<file path="src/inc/lirc_consts.vh">
`ifndef LIRC_CONSTS_VH
`define LIRC_CONSTS_VH

// ----------------------------------------------------------------
// register byte addresses
// ----------------------------------------------------------------
`define LIRC_ADDR_RATIO_B3 8'h2C
`define LIRC_ADDR_RATIO_B2 8'h2D
`define LIRC_ADDR_RATIO_B1 8'h2E
`define LIRC_ADDR_RATIO_B0 8'h2F
`define LIRC_ADDR_CTRL 8'h30
`define LIRC_ADDR_RANK 8'h31

// ----------------------------------------------------------------
// reset values
// ----------------------------------------------------------------
`define LIRC_RST_RATIO 32'h0001_0001
`define LIRC_RST_CTRL 8'h0C
`define LIRC_RST_RANK 8'h32

// ----------------------------------------------------------------
// field positions
// ----------------------------------------------------------------
`define LIRC_DEN_MSB 15
`define LIRC_DEN_LSB 0
`define LIRC_NUM_MSB 31
`define LIRC_NUM_LSB 16
`define LIRC_SLEW_MSB 3
`define LIRC_SLEW_LSB 2
`define LIRC_REALIGN_BIT 4
`define LIRC_BW_MSB 7
`define LIRC_BW_LSB 5
`define LIRC_RANK2_MSB 2
`define LIRC_RANK2_LSB 0
`define LIRC_RANK3_MSB 6
`define LIRC_RANK3_LSB 4

// ----------------------------------------------------------------
// encodings and decoded values
// ----------------------------------------------------------------
`define LIRC_RANK_EXCLUDED 3'h7
`define LIRC_BW_CUSTOM 3'h7
// slew caps in ns per second; zero means no cap
`define LIRC_SLEW_NS_00 17'h0_EE48
`define LIRC_SLEW_NS_01 17'h0_1D4C
`define LIRC_SLEW_NS_10 17'h0_0375
`define LIRC_SLEW_NS_11 17'h0_0000
// base bandwidth 14 Hz, doubled per code step
`define LIRC_BW_BASE_HZ 10'h00E
// divider step count for a 48 bit dividend
`define LIRC_DIV_STEPS 6'h30

`endif

</file>
<file path="src/verilog/lirc_rank_select.v">
`timescale 1ns/1ns
`include "lirc_consts.vh"

module lirc_rank_select (
    // clock and reset
    input wire mclk_i,
    input wire rstn_i,
    // control
    input wire auto_mode_i,
    input wire [2:0] rank2_i,
    input wire [2:0] rank3_i,
    // availability from reference monitors, same clock
    input wire avail2_i,
    input wire avail3_i,
    // selection
    output reg sel_valid_o,
    output reg sel_is3_o
);

// ----------------------------------------------------------------
// candidate qualification
// ----------------------------------------------------------------
// excluded code never qualifies
wire ok2 = avail2_i && (rank2_i != `LIRC_RANK_EXCLUDED);
wire ok3 = avail3_i && (rank3_i != `LIRC_RANK_EXCLUDED);
// best pick when free to choose; tie goes to input 2
wire best_is3 = ok3 && (!ok2 || (rank3_i < rank2_i));

reg valid_next;
reg is3_next;

// ----------------------------------------------------------------
// switching decision
// ----------------------------------------------------------------
always @* begin
    valid_next = sel_valid_o;
    is3_next = sel_is3_o;
    if (auto_mode_i) begin
        if (sel_valid_o && sel_is3_o && ok3) begin
            if (ok2 && (rank2_i < rank3_i)) begin
                is3_next = 1'b0;
            end
        end else if (sel_valid_o && !sel_is3_o && ok2) begin
            if (ok3 && (rank3_i < rank2_i)) begin
                is3_next = 1'b1;
            end
        end else begin
            // current failed or none: take best available
            valid_next = ok2 || ok3;
            is3_next = best_is3;
        end
    end
end

// selection state; frozen outside automatic mode
always @(posedge mclk_i) begin
    if (!rstn_i) begin
        sel_valid_o <= 1'b0;
        sel_is3_o <= 1'b0;
    end else begin
        sel_valid_o <= valid_next;
        sel_is3_o <= is3_next;
    end
end

endmodule // lirc_rank_select

</file>
<file path="src/verilog/lirc_regs.v">
`timescale 1ns/1ns
`include "lirc_consts.vh"

// Function
// - 32-bit ratio register, reset 0x00010001
// - nominal rate is base*multiplier*num/den
// - control bits 3:2 pick slew cap
// - control bit 4 realigns output phase
// - control bits 7:5 pick fixed bandwidth
// - code 111 uses custom bandwidth register
// - input 2 rank in bits 2:0
// - revert to lower rank code when available
// - equal ranks do not switch back
// - mixed ranks combine both switching styles
// - input 3 rank in bits 6:4

module lirc_regs (
    // clock and reset
    input wire mclk_i,
    input wire rstn_i,
    // byte register port from serial port engine
    input wire [7:0] reg_addr_i,
    input wire reg_wr_i,
    input wire [7:0] reg_wdata_i,
    input wire reg_rd_i,
    output reg [7:0] reg_rdata_o,
    output reg reg_rvalid_o,
    // neighbouring registers and loop status, same clock
    input wire [15:0] input3_base_rate_i,
    input wire [15:0] input3_rate_multiplier_i,
    input wire [7:0] loop0_custom_bandwidth_i,
    input wire auto_mode_i,
    input wire avail2_i,
    input wire avail3_i,
    // decoded loop controls
    output reg [16:0] loop0_slew_cap_ns_o,
    output reg loop0_slew_unlimited_o,
    output reg loop0_phase_realign_enable_o,
    output reg [9:0] loop0_filter_bandwidth_hz_o,
    output reg loop0_bw_custom_o,
    output reg [7:0] loop0_bw_custom_value_o,
    // nominal input 3 rate
    output reg [47:0] input3_nominal_hz_o,
    output reg input3_nominal_valid_o,
    output reg input3_ratio_error_o,
    // reference selection
    output wire sel_valid_o,
    output wire sel_is3_o
);

// ----------------------------------------------------------------
// storage
// ----------------------------------------------------------------
reg [31:0] ratio_reg; // input 3 rate ratio, whole word
reg [7:0] ctrl_reg; // loop 0 control byte
reg [7:0] rank_reg; // loop 0 input 2/3 ranks

wire [15:0] input3_ratio_denominator = ratio_reg[`LIRC_DEN_MSB:`LIRC_DEN_LSB];
wire [15:0] input3_ratio_numerator = ratio_reg[`LIRC_NUM_MSB:`LIRC_NUM_LSB];
wire [1:0] loop0_phase_slew_cap = ctrl_reg[`LIRC_SLEW_MSB:`LIRC_SLEW_LSB];
wire [2:0] loop0_filter_bandwidth = ctrl_reg[`LIRC_BW_MSB:`LIRC_BW_LSB];
wire [2:0] loop0_input2_rank = rank_reg[`LIRC_RANK2_MSB:`LIRC_RANK2_LSB];
wire [2:0] loop0_input3_rank = rank_reg[`LIRC_RANK3_MSB:`LIRC_RANK3_LSB];

// ----------------------------------------------------------------
// register writes
// ----------------------------------------------------------------
// byte writes land directly; the host keeps a word consistent by
// writing all four bytes, so a half-written ratio is briefly visible
always @(posedge mclk_i) begin
    if (!rstn_i) begin
        ratio_reg <= `LIRC_RST_RATIO;
        ctrl_reg <= `LIRC_RST_CTRL;
        rank_reg <= `LIRC_RST_RANK;
    end else if (reg_wr_i) begin
        case (reg_addr_i)
            `LIRC_ADDR_RATIO_B3: begin
                ratio_reg[31:24] <= reg_wdata_i;
            end
            `LIRC_ADDR_RATIO_B2: begin
                ratio_reg[23:16] <= reg_wdata_i;
            end
            `LIRC_ADDR_RATIO_B1: begin
                ratio_reg[15:8] <= reg_wdata_i;
            end
            `LIRC_ADDR_RATIO_B0: begin
                ratio_reg[7:0] <= reg_wdata_i;
            end
            `LIRC_ADDR_CTRL: begin
                ctrl_reg <= reg_wdata_i;
            end
            `LIRC_ADDR_RANK: begin
                rank_reg <= reg_wdata_i;
            end
            default: begin
                // other addresses belong to other banks
            end
        endcase
    end
end

// ----------------------------------------------------------------
// register reads
// ----------------------------------------------------------------
// one cycle after the read strobe; unmapped reads give zero
always @(posedge mclk_i) begin
    if (!rstn_i) begin
        reg_rdata_o <= 8'h00;
        reg_rvalid_o <= 1'b0;
    end else begin
        reg_rvalid_o <= reg_rd_i;
        if (reg_rd_i) begin
            case (reg_addr_i)
                `LIRC_ADDR_RATIO_B3: reg_rdata_o <= ratio_reg[31:24];
                `LIRC_ADDR_RATIO_B2: reg_rdata_o <= ratio_reg[23:16];
                `LIRC_ADDR_RATIO_B1: reg_rdata_o <= ratio_reg[15:8];
                `LIRC_ADDR_RATIO_B0: reg_rdata_o <= ratio_reg[7:0];
                `LIRC_ADDR_CTRL: reg_rdata_o <= ctrl_reg;
                `LIRC_ADDR_RANK: reg_rdata_o <= rank_reg;
                default: reg_rdata_o <= 8'h00;
            endcase
        end
    end
end

// ----------------------------------------------------------------
// loop control decode
// ----------------------------------------------------------------
reg [16:0] slew_next;

// slew cap table
always @* begin
    case (loop0_phase_slew_cap)
        2'b00: slew_next = `LIRC_SLEW_NS_00;
        2'b01: slew_next = `LIRC_SLEW_NS_01;
        2'b10: slew_next = `LIRC_SLEW_NS_10;
        default: slew_next = `LIRC_SLEW_NS_11;
    endcase
end

// registered decode so outputs leave from flops
always @(posedge mclk_i) begin
    if (!rstn_i) begin
        loop0_slew_cap_ns_o <= 17'h0_0000;
        loop0_slew_unlimited_o <= 1'b0;
        loop0_phase_realign_enable_o <= 1'b0;
        loop0_filter_bandwidth_hz_o <= 10'h000;
        loop0_bw_custom_o <= 1'b0;
        loop0_bw_custom_value_o <= 8'h00;
    end else begin
        loop0_slew_cap_ns_o <= slew_next;
        loop0_slew_unlimited_o <= (loop0_phase_slew_cap == 2'b11);
        loop0_phase_realign_enable_o <= ctrl_reg[`LIRC_REALIGN_BIT];
        // 14 Hz doubled per code step
        loop0_filter_bandwidth_hz_o <= `LIRC_BW_BASE_HZ << loop0_filter_bandwidth;
        // custom code hands over to custom register
        loop0_bw_custom_o <= (loop0_filter_bandwidth == `LIRC_BW_CUSTOM);
        loop0_bw_custom_value_o <= loop0_custom_bandwidth_i;
    end
end

// ----------------------------------------------------------------
// nominal rate: base * multiplier * num / den
// ----------------------------------------------------------------
// a serial divider keeps area small at the cost of 48 cycles latency;
// it restarts continuously so it follows register changes
localparam ST_LOAD = 2'b01;
localparam ST_RUN = 2'b10;

reg [1:0] state_reg;
reg [47:0] quo_reg; // dividend shifting into quotient
reg [16:0] rem_reg; // partial remainder
reg [15:0] den_reg; // latched denominator
reg [5:0] cnt_reg; // steps left

wire [47:0] product = {32'h0000_0000, input3_base_rate_i} *
    {32'h0000_0000, input3_rate_multiplier_i} * {32'h0000_0000, input3_ratio_numerator};
wire [16:0] shifted = {rem_reg[15:0], quo_reg[47]};
wire fits = (shifted >= {1'b0, den_reg});
wire [16:0] reduced = shifted - {1'b0, den_reg};

// divider sequencing
always @(posedge mclk_i) begin
    if (!rstn_i) begin
        state_reg <= ST_LOAD;
        quo_reg <= 48'h0000_0000_0000;
        rem_reg <= 17'h0_0000;
        den_reg <= 16'h0000;
        cnt_reg <= 6'h00;
        input3_nominal_hz_o <= 48'h0000_0000_0000;
        input3_nominal_valid_o <= 1'b0;
        input3_ratio_error_o <= 1'b0;
    end else begin
        case (state_reg)
            ST_LOAD: begin
                // latch operands of the rate formula
                quo_reg <= product;
                rem_reg <= 17'h0_0000;
                den_reg <= input3_ratio_denominator;
                cnt_reg <= `LIRC_DIV_STEPS;
                state_reg <= ST_RUN;
            end
            ST_RUN: begin
                if (fits) begin
                    rem_reg <= reduced;
                    quo_reg <= {quo_reg[46:0], 1'b1};
                end else begin
                    rem_reg <= shifted;
                    quo_reg <= {quo_reg[46:0], 1'b0};
                end
                cnt_reg <= cnt_reg - 6'h01;
                if (cnt_reg == 6'h01) begin
                    state_reg <= ST_LOAD;
                    input3_nominal_valid_o <= 1'b1;
                    // zero denominator has no rate; report zero
                    input3_ratio_error_o <= (den_reg == 16'h0000);
                    if (den_reg == 16'h0000) begin
                        input3_nominal_hz_o <= 48'h0000_0000_0000;
                    end else begin
                        input3_nominal_hz_o <= {quo_reg[46:0], fits};
                    end
                end
            end
            default: begin
                state_reg <= ST_LOAD;
            end
        endcase
    end
end

// ----------------------------------------------------------------
// automatic reference switching between inputs 2 and 3
// ----------------------------------------------------------------
// ranks steer the selector
lirc_rank_select u_sel (
    .mclk_i(mclk_i),
    .rstn_i(rstn_i),
    .auto_mode_i(auto_mode_i),
    .rank2_i(loop0_input2_rank),
    .rank3_i(loop0_input3_rank),
    .avail2_i(avail2_i),
    .avail3_i(avail3_i),
    .sel_valid_o(sel_valid_o),
    .sel_is3_o(sel_is3_o)
);

endmodule // lirc_regs

</file>
<file path="config.mk">
export PLATFORM = sky130hd
export DESIGN_NAME = lirc_regs
export DESIGN_NICKNAME = d
export VERILOG_FILES = /design/src/verilog/lirc_rank_select.v /design/src/verilog/lirc_regs.v
export VERILOG_INCLUDE_DIRS = /design/src /design/src/inc
export SDC_FILE = /design/constraint.sdc
export NUM_CORES = 2
export LEC_CHECK = 0
export BUFFER_PORTS_ARGS = -buffer_cell sky130_fd_sc_hd__buf_2
export CORE_MARGIN = 2
export CORE_UTILIZATION = 45
export DETAILED_ROUTE_END_ITERATION = 8
export PLACE_DENSITY = 0.72
export REMOVE_ABC_BUFFERS = 1
export SLEW_MARGIN = 5
export SYNTH_ARGS = -nofsm -noshare
export SYNTH_HDL_FRONTEND = slang
export SYNTH_SLANG_ARGS = --single-unit
</file>
<file path="constraint.sdc">
create_clock -name mclk_i -period 14.6 [get_ports mclk_i]
set_input_delay 0.73 -clock mclk_i [delete_from_list [all_inputs] [get_ports mclk_i]]
set_output_delay 0.73 -clock mclk_i [all_outputs]
set_load 0.01 [all_outputs]
</file>
# Word-level counts from Yosys, hierarchy flattened
# Index checks and enable logic that the tools add are counted.
# word_totals
reg_bits,235
elab_cells,91
output_inout_bits,99
inputBits,63
# classes
n_shift,1
n_reduce_logical,25
bitwise,2
mux,14
n_addsub,2
n_lt_le_gt_ge,3
eq_ne,18
mul,2
# op_table
op,count
one-hot mux 48 bit (2 select lines),1
equality test 8 x 6 -> 1 bit (second input constant),6
multiplier 32 x 16 -> 48 bit,1
two-way mux 48 bit,1
one-hot mux 16 bit (3 select lines),1
one-hot mux 8 bit (6 select lines),1
multiplier 16 x 16 -> 32 bit,1
one-hot mux 16 bit (2 select lines),1
greater-or-equal comparator 17 x 16 -> 1 bit,1
logical NOT 16 bit,1
two-way mux 16 bit,1
subtractor 16 bit,1
AND reduction 2 bit,7
one-hot mux 6 bit (2 select lines),1
left shift 4 x 3 -> 10 bit (first input constant),1
logical AND 1 bit,9
equality test 2 bit (second input constant),3
equality test 6 x 1 -> 1 bit (second input constant),1
less-than comparator 3 bit,2
!= test 3 bit (second input constant),2
AND reduction 3 bit,2
subtractor 6 x 1 -> 6 bit (second input constant),1
two-way mux 1 bit,5
equality test 2 x 1 -> 1 bit (second input constant),2
other kinds (10),14

# Longest topological paths before layout
# logic_depth
word_depth,7
mapped_depth,46
depth_no_buf,43

# Hierarchy
# A second synthesis with hierarchy kept.
# unflattened
cells_unflattened,4064
hier_area_um2,35012.3
# by_module_without_submodules
mod,seq_area_each_um2,instances,area_per_inst_um2,cells_per_inst
lirc_regs,4444.3,1,34838.4,4042
lirc_rank_select,40.0,1,173.9,22

# Worst setup path after synthesis
# Ideal clock, no wire load.
# synth_timing
path_type,input to register
start,input port input3_rate_multiplier_i[7]
end,register quo_reg[38]
arrival_ps,11348
path_buffers,2
path_stages,40
setup_slack_ps,3138
required_time_ps,14486
setup_time_ps,114
cell_sequence,clkbuf_1 -> nand2_1 -> fa_1 -> inv_1 -> fa_1 -> inv_1 -> fa_1 -> inv_1 -> fa_1 -> fa_1 -> inv_1 -> fa_1 -> inv_1 -> ha_1 -> nand2_1 -> or3_1 -> nand3_1 -> nand3_1 -> [4 not listed] -> fa_1 -> fa_1 -> fa_1 -> fa_1 -> inv_1 -> fa_1 -> inv_1 -> fa_1 -> inv_1 -> ha_1 -> a21oi_1 -> o21ai_0 -> o41ai_1 -> nand2_1 -> o21a_1 -> a221oi_1 -> xor2_1 -> a2111oi_0
# synth_between
elab_chain_len,3
# synth_rtl
item,line,source
start: declaration,lirc_regs.v:30,"input wire [15:0] input3_rate_multiplier_i,"
multiplier 16 x 16 -> 32 bit,lirc_regs.v:176,"wire [47:0] product = {32'h0000_0000, input3_base_rate_i} *"
multiplier 32 x 16 -> 48 bit,lirc_regs.v:177,"{32'h0000_0000, input3_rate_multiplier_i} * {32'h0000_0000, input3_ratio_numerator};"
one-hot mux 48 bit (2 select lines),lirc_regs.v:194,case (state_reg)
end signal: assignment,lirc_regs.v:197,quo_reg <= product;
end signal: assignment,lirc_regs.v:206,"quo_reg <= {quo_reg[46:0], 1'b1};"
end signal: assignment,lirc_regs.v:209,"quo_reg <= {quo_reg[46:0], 1'b0};"
end: declaration,lirc_regs.v:171,reg [47:0] quo_reg;
# Every way passes these cells.
# A chain may end at the register's enable or synchronous reset.

# Worst setup path after layout
# layout_timing
start,input port input3_base_rate_i[10]
end,register quo_reg[38]
# layout_between
elab_chain_len,3
# layout_rtl
item,line,source
start: declaration,lirc_regs.v:29,"input wire [15:0] input3_base_rate_i,"
multiplier 16 x 16 -> 32 bit,lirc_regs.v:176,
multiplier 32 x 16 -> 48 bit,lirc_regs.v:177,
one-hot mux 48 bit (2 select lines),lirc_regs.v:194,
# Every way passes these cells.

==> out/results.txt <==
Post-synthesis cell count = 3892
Layout cells sized above 1 = 0.0746
Ys async rst share = 0
DR vias/cell = 5.38
Drt wl/cell = 17.2 um
Post-synthesis sequential area ratio = 0.132
# hold bufs at CTS = 0
Fin. Hold Viols = 0
Critical path's most frequent cell = fa_1
Status = completed
Slowest stage delay, CP = 0.83 ns
Vias post-DR = 26400
IO Pins = 162
1st-iter DRT viols = 1741
Core Box Area = 74700 um^2
Count of final setup violators = 0
Critical Path Fanout Max = 16
YS warnings = 0
CTS Buf Count = 25
Number of global-route vias before repair = 27300
Post-synth EDFFs = 0
Crit path DAT = 12.34 ns
Area contributors post-synth = fa_1, dfxtp_1, ha_1
PortBufs = 157
Initial antenna violation count = 0
CP max stage cell = o41ai_1
Cell area after synthesis = 34000 um^2
Startpoint types = primary input
Clock Latency Late Sink = 0.52 ns
Final TNS setup = 0 ns
Unrepaired setup endpoints after global routing = false
Seq cells post-synth = 224
Chip width = 279 um
H-tree depth = 1
ANT cells = 0
Global-route wire length before repair = 140 mm
Clk_skew = 0.0133 ns
Period utilization = 0.818
Post-placement cell count = 4865
Max Cap Viol = 0
CTS resizes = 0
Synthesized area per cell = 8.74 um^2
Relative slew slack = 0.190
Ys flop type = dfxtp_1
Chip Height = 279 um
Clk sinks = 224
DIE AREA = 77800 um^2
CP Class = primary input to register
Largest net degree at the start of global routing = 80
DRC errors left = 0
Syn-to-layout area delta = 7.13%
Slew @ Worst Pin = 1.21 ns
Post-DRT Antenna Nets = 0
Synth area leader = fa_1
Initial DRT Pass Iterations = 5
Grt ovf = 0
Final Max Tran Viols = 0
Post-CTS Setup Bufs = 0
FP Rows = 100
CTS tree = done
Worst Path Required = 15.00 ns
Fmax achieved = 0.0837 GHz
Initial Utilization = 0.456
Total Routed Length = 84.6 mm
Post-DP HPWL = 64.7 mm
GPL Wtd Cong = 0.868
Setup crit end kind = register
Worst-path clk slew = 0.06 ns
Clock tree buffer depth = 3
Final non-filler cell total = 4910
Top-area cell type share of the netlist area = 0.361
Root Driver = clkbuf_16
GRT Util Overall = 0.220
Tightest Hold Check Type = primary input to register
Synth unique cells = 77
Final Net Count = 4850
Fin crit period = 11.94 ns
## cells by family after synthesis
kind of cell             after synthesis  share of synthesized area
AO/OA/AOI/OAI                        449                     0.0895
XOR/XNOR                              78                     0.0201
adder cells (fa/ha/maj)              864                      0.453
buffers and inverters                902                      0.101
flip-flops                           224                      0.132
multiplexers                          80                     0.0265
other                                  1                   0.000110
AND/OR/NAND/NOR                     1294                      0.178
## cells in the final DEF, fill, tap and decap left out, types with 10 or more instances in the layout
master,Yosys,layout
nor2_1,208,207
a31oi_1,15,15
nor3_1,23,23
o21ai_0,82,82
inv_1,693,692
a21oi_1,112,112
nand2_1,586,586
a22oi_1,57,57
and3_1,30,30
nand4_1,12,12
o211ai_1,18,18
fa_1,613,613
a21o_1,39,39
buf_4,12,52
xnor2_1,51,50
ha_1,251,250
mux2i_1,70,70
buf_2,10,157
and2_1,298,298
nand2b_1,20,20
clkbuf_16,0,25
nor2b_1,20,20
nand3_1,56,56
dfxtp_1,224,219
a211oi_1,10,10
xor2_1,27,27
o211a_1,18,18
## worst paths after layout
kind                                                           from                                     to  slack [ns]  cells after the start
worst min register to register  input3_nominal_valid_o$_SDFFE_PN0P_    input3_nominal_valid_o$_SDFFE_PN0P_        0.45                      2
worst min-delay path                    loop0_custom_bandwidth_i[3]  loop0_bw_custom_value_o[3]$_SDFF_PN0_        0.41                      2
worst max-delay path                         input3_base_rate_i[10]               quo_reg[38]$_SDFFE_PN0P_        2.66                     38
worst max register to register           ratio_reg[17]$_SDFFE_PN0P_               quo_reg[38]$_SDFFE_PN0P_        7.19                     20
## synthesized netlist by cell type, types with 4 or more instances
cell / number
a21oi_1: 112
a221oi_1: 5
a31oi_1: 15
o21bai_1: 8
xnor2_1: 51
mux4_2: 8
a2111oi_0: 4
a21o_1: 39
and3_1: 30
ha_1: 251
and2_1: 298
o211a_1: 18
a211oi_1: 10
nand2_1: 586
fa_1: 613
or2_2: 6
nor2_1: 208
nand3_1: 56
buf_4: 12
nand2b_1: 20
inv_1: 693
o31ai_1: 5
o2111ai_1: 4
clkbuf_1: 183
buf_2: 10
o21ai_1: 4
a22oi_1: 57
dfxtp_1: 224
o211ai_1: 18
nor3_1: 23
nor2b_1: 20
and4_1: 4
or3_1: 9
nor4_1: 7
nand4_1: 12
xor2_1: 27
nor3b_1: 6
a311oi_1: 9
o21a_1: 9
o22ai_1: 6
mux2i_1: 70
a41oi_1: 5
o21ai_0: 82
## worst max-delay path: cells and delay by family
kind,cells,cell delay [ns]
xor gates and xnor gates,2,0.67
adders and majority gates,14,6.73
AOI/OAI and AO/OA,5,1.86
and+or+nand+nor,8,1.49
buffers and inverters,9,0.85
## routing by layer
| metal | vias to the layer above | share of wire | global-route usage |
|---|---|---|---|
| li1 | 12100 | - | - |
| met1 | 13200 | 0.40 | 0.290 |
| met2 | 896 | 0.51 | 0.389 |
| met3 | 180 | 0.063 | 0.0205 |
| met4 | 0 | 0.027 | 0.0585 |
| met5 | - | 0 | 0 |
## metrics by stage
step | utilization | setup WS (ns) | instance area, um^2 | hold WS (ns)
after CTS | 0.488 | 2.75 | 36500 | 0.402
after detailed placement | 0.477 | 2.19 | 35600 | 0.441
after global placement | 0.477 | 2.34 | 35600 | 0.433
after floorplan | - | 3.29 | 33200 | 0.437
final | 0.488 | 2.66 | 36500 | 0.410
after global routing | 0.488 | 2.03 | 36500 | 0.421
## layout make-up
| cell class | instances | area (um^2) |
|---|---|---|
| fill | 6991 | 38200 |
| multi-input combinational | 2769 | 26100 |
| sequential | 224 | 4490 |
| inverter | 694 | 2610 |
| tap | 969 | 1210 |
| timing repair buffer | 209 | 1180 |
| clock buffer | 32 | 682 |
| clock inverter | 13 | 144 |
Power is left out: the tool's default activity adds up to more than one toggle a clock period on the data nets, which glitch-free logic cannot reach.
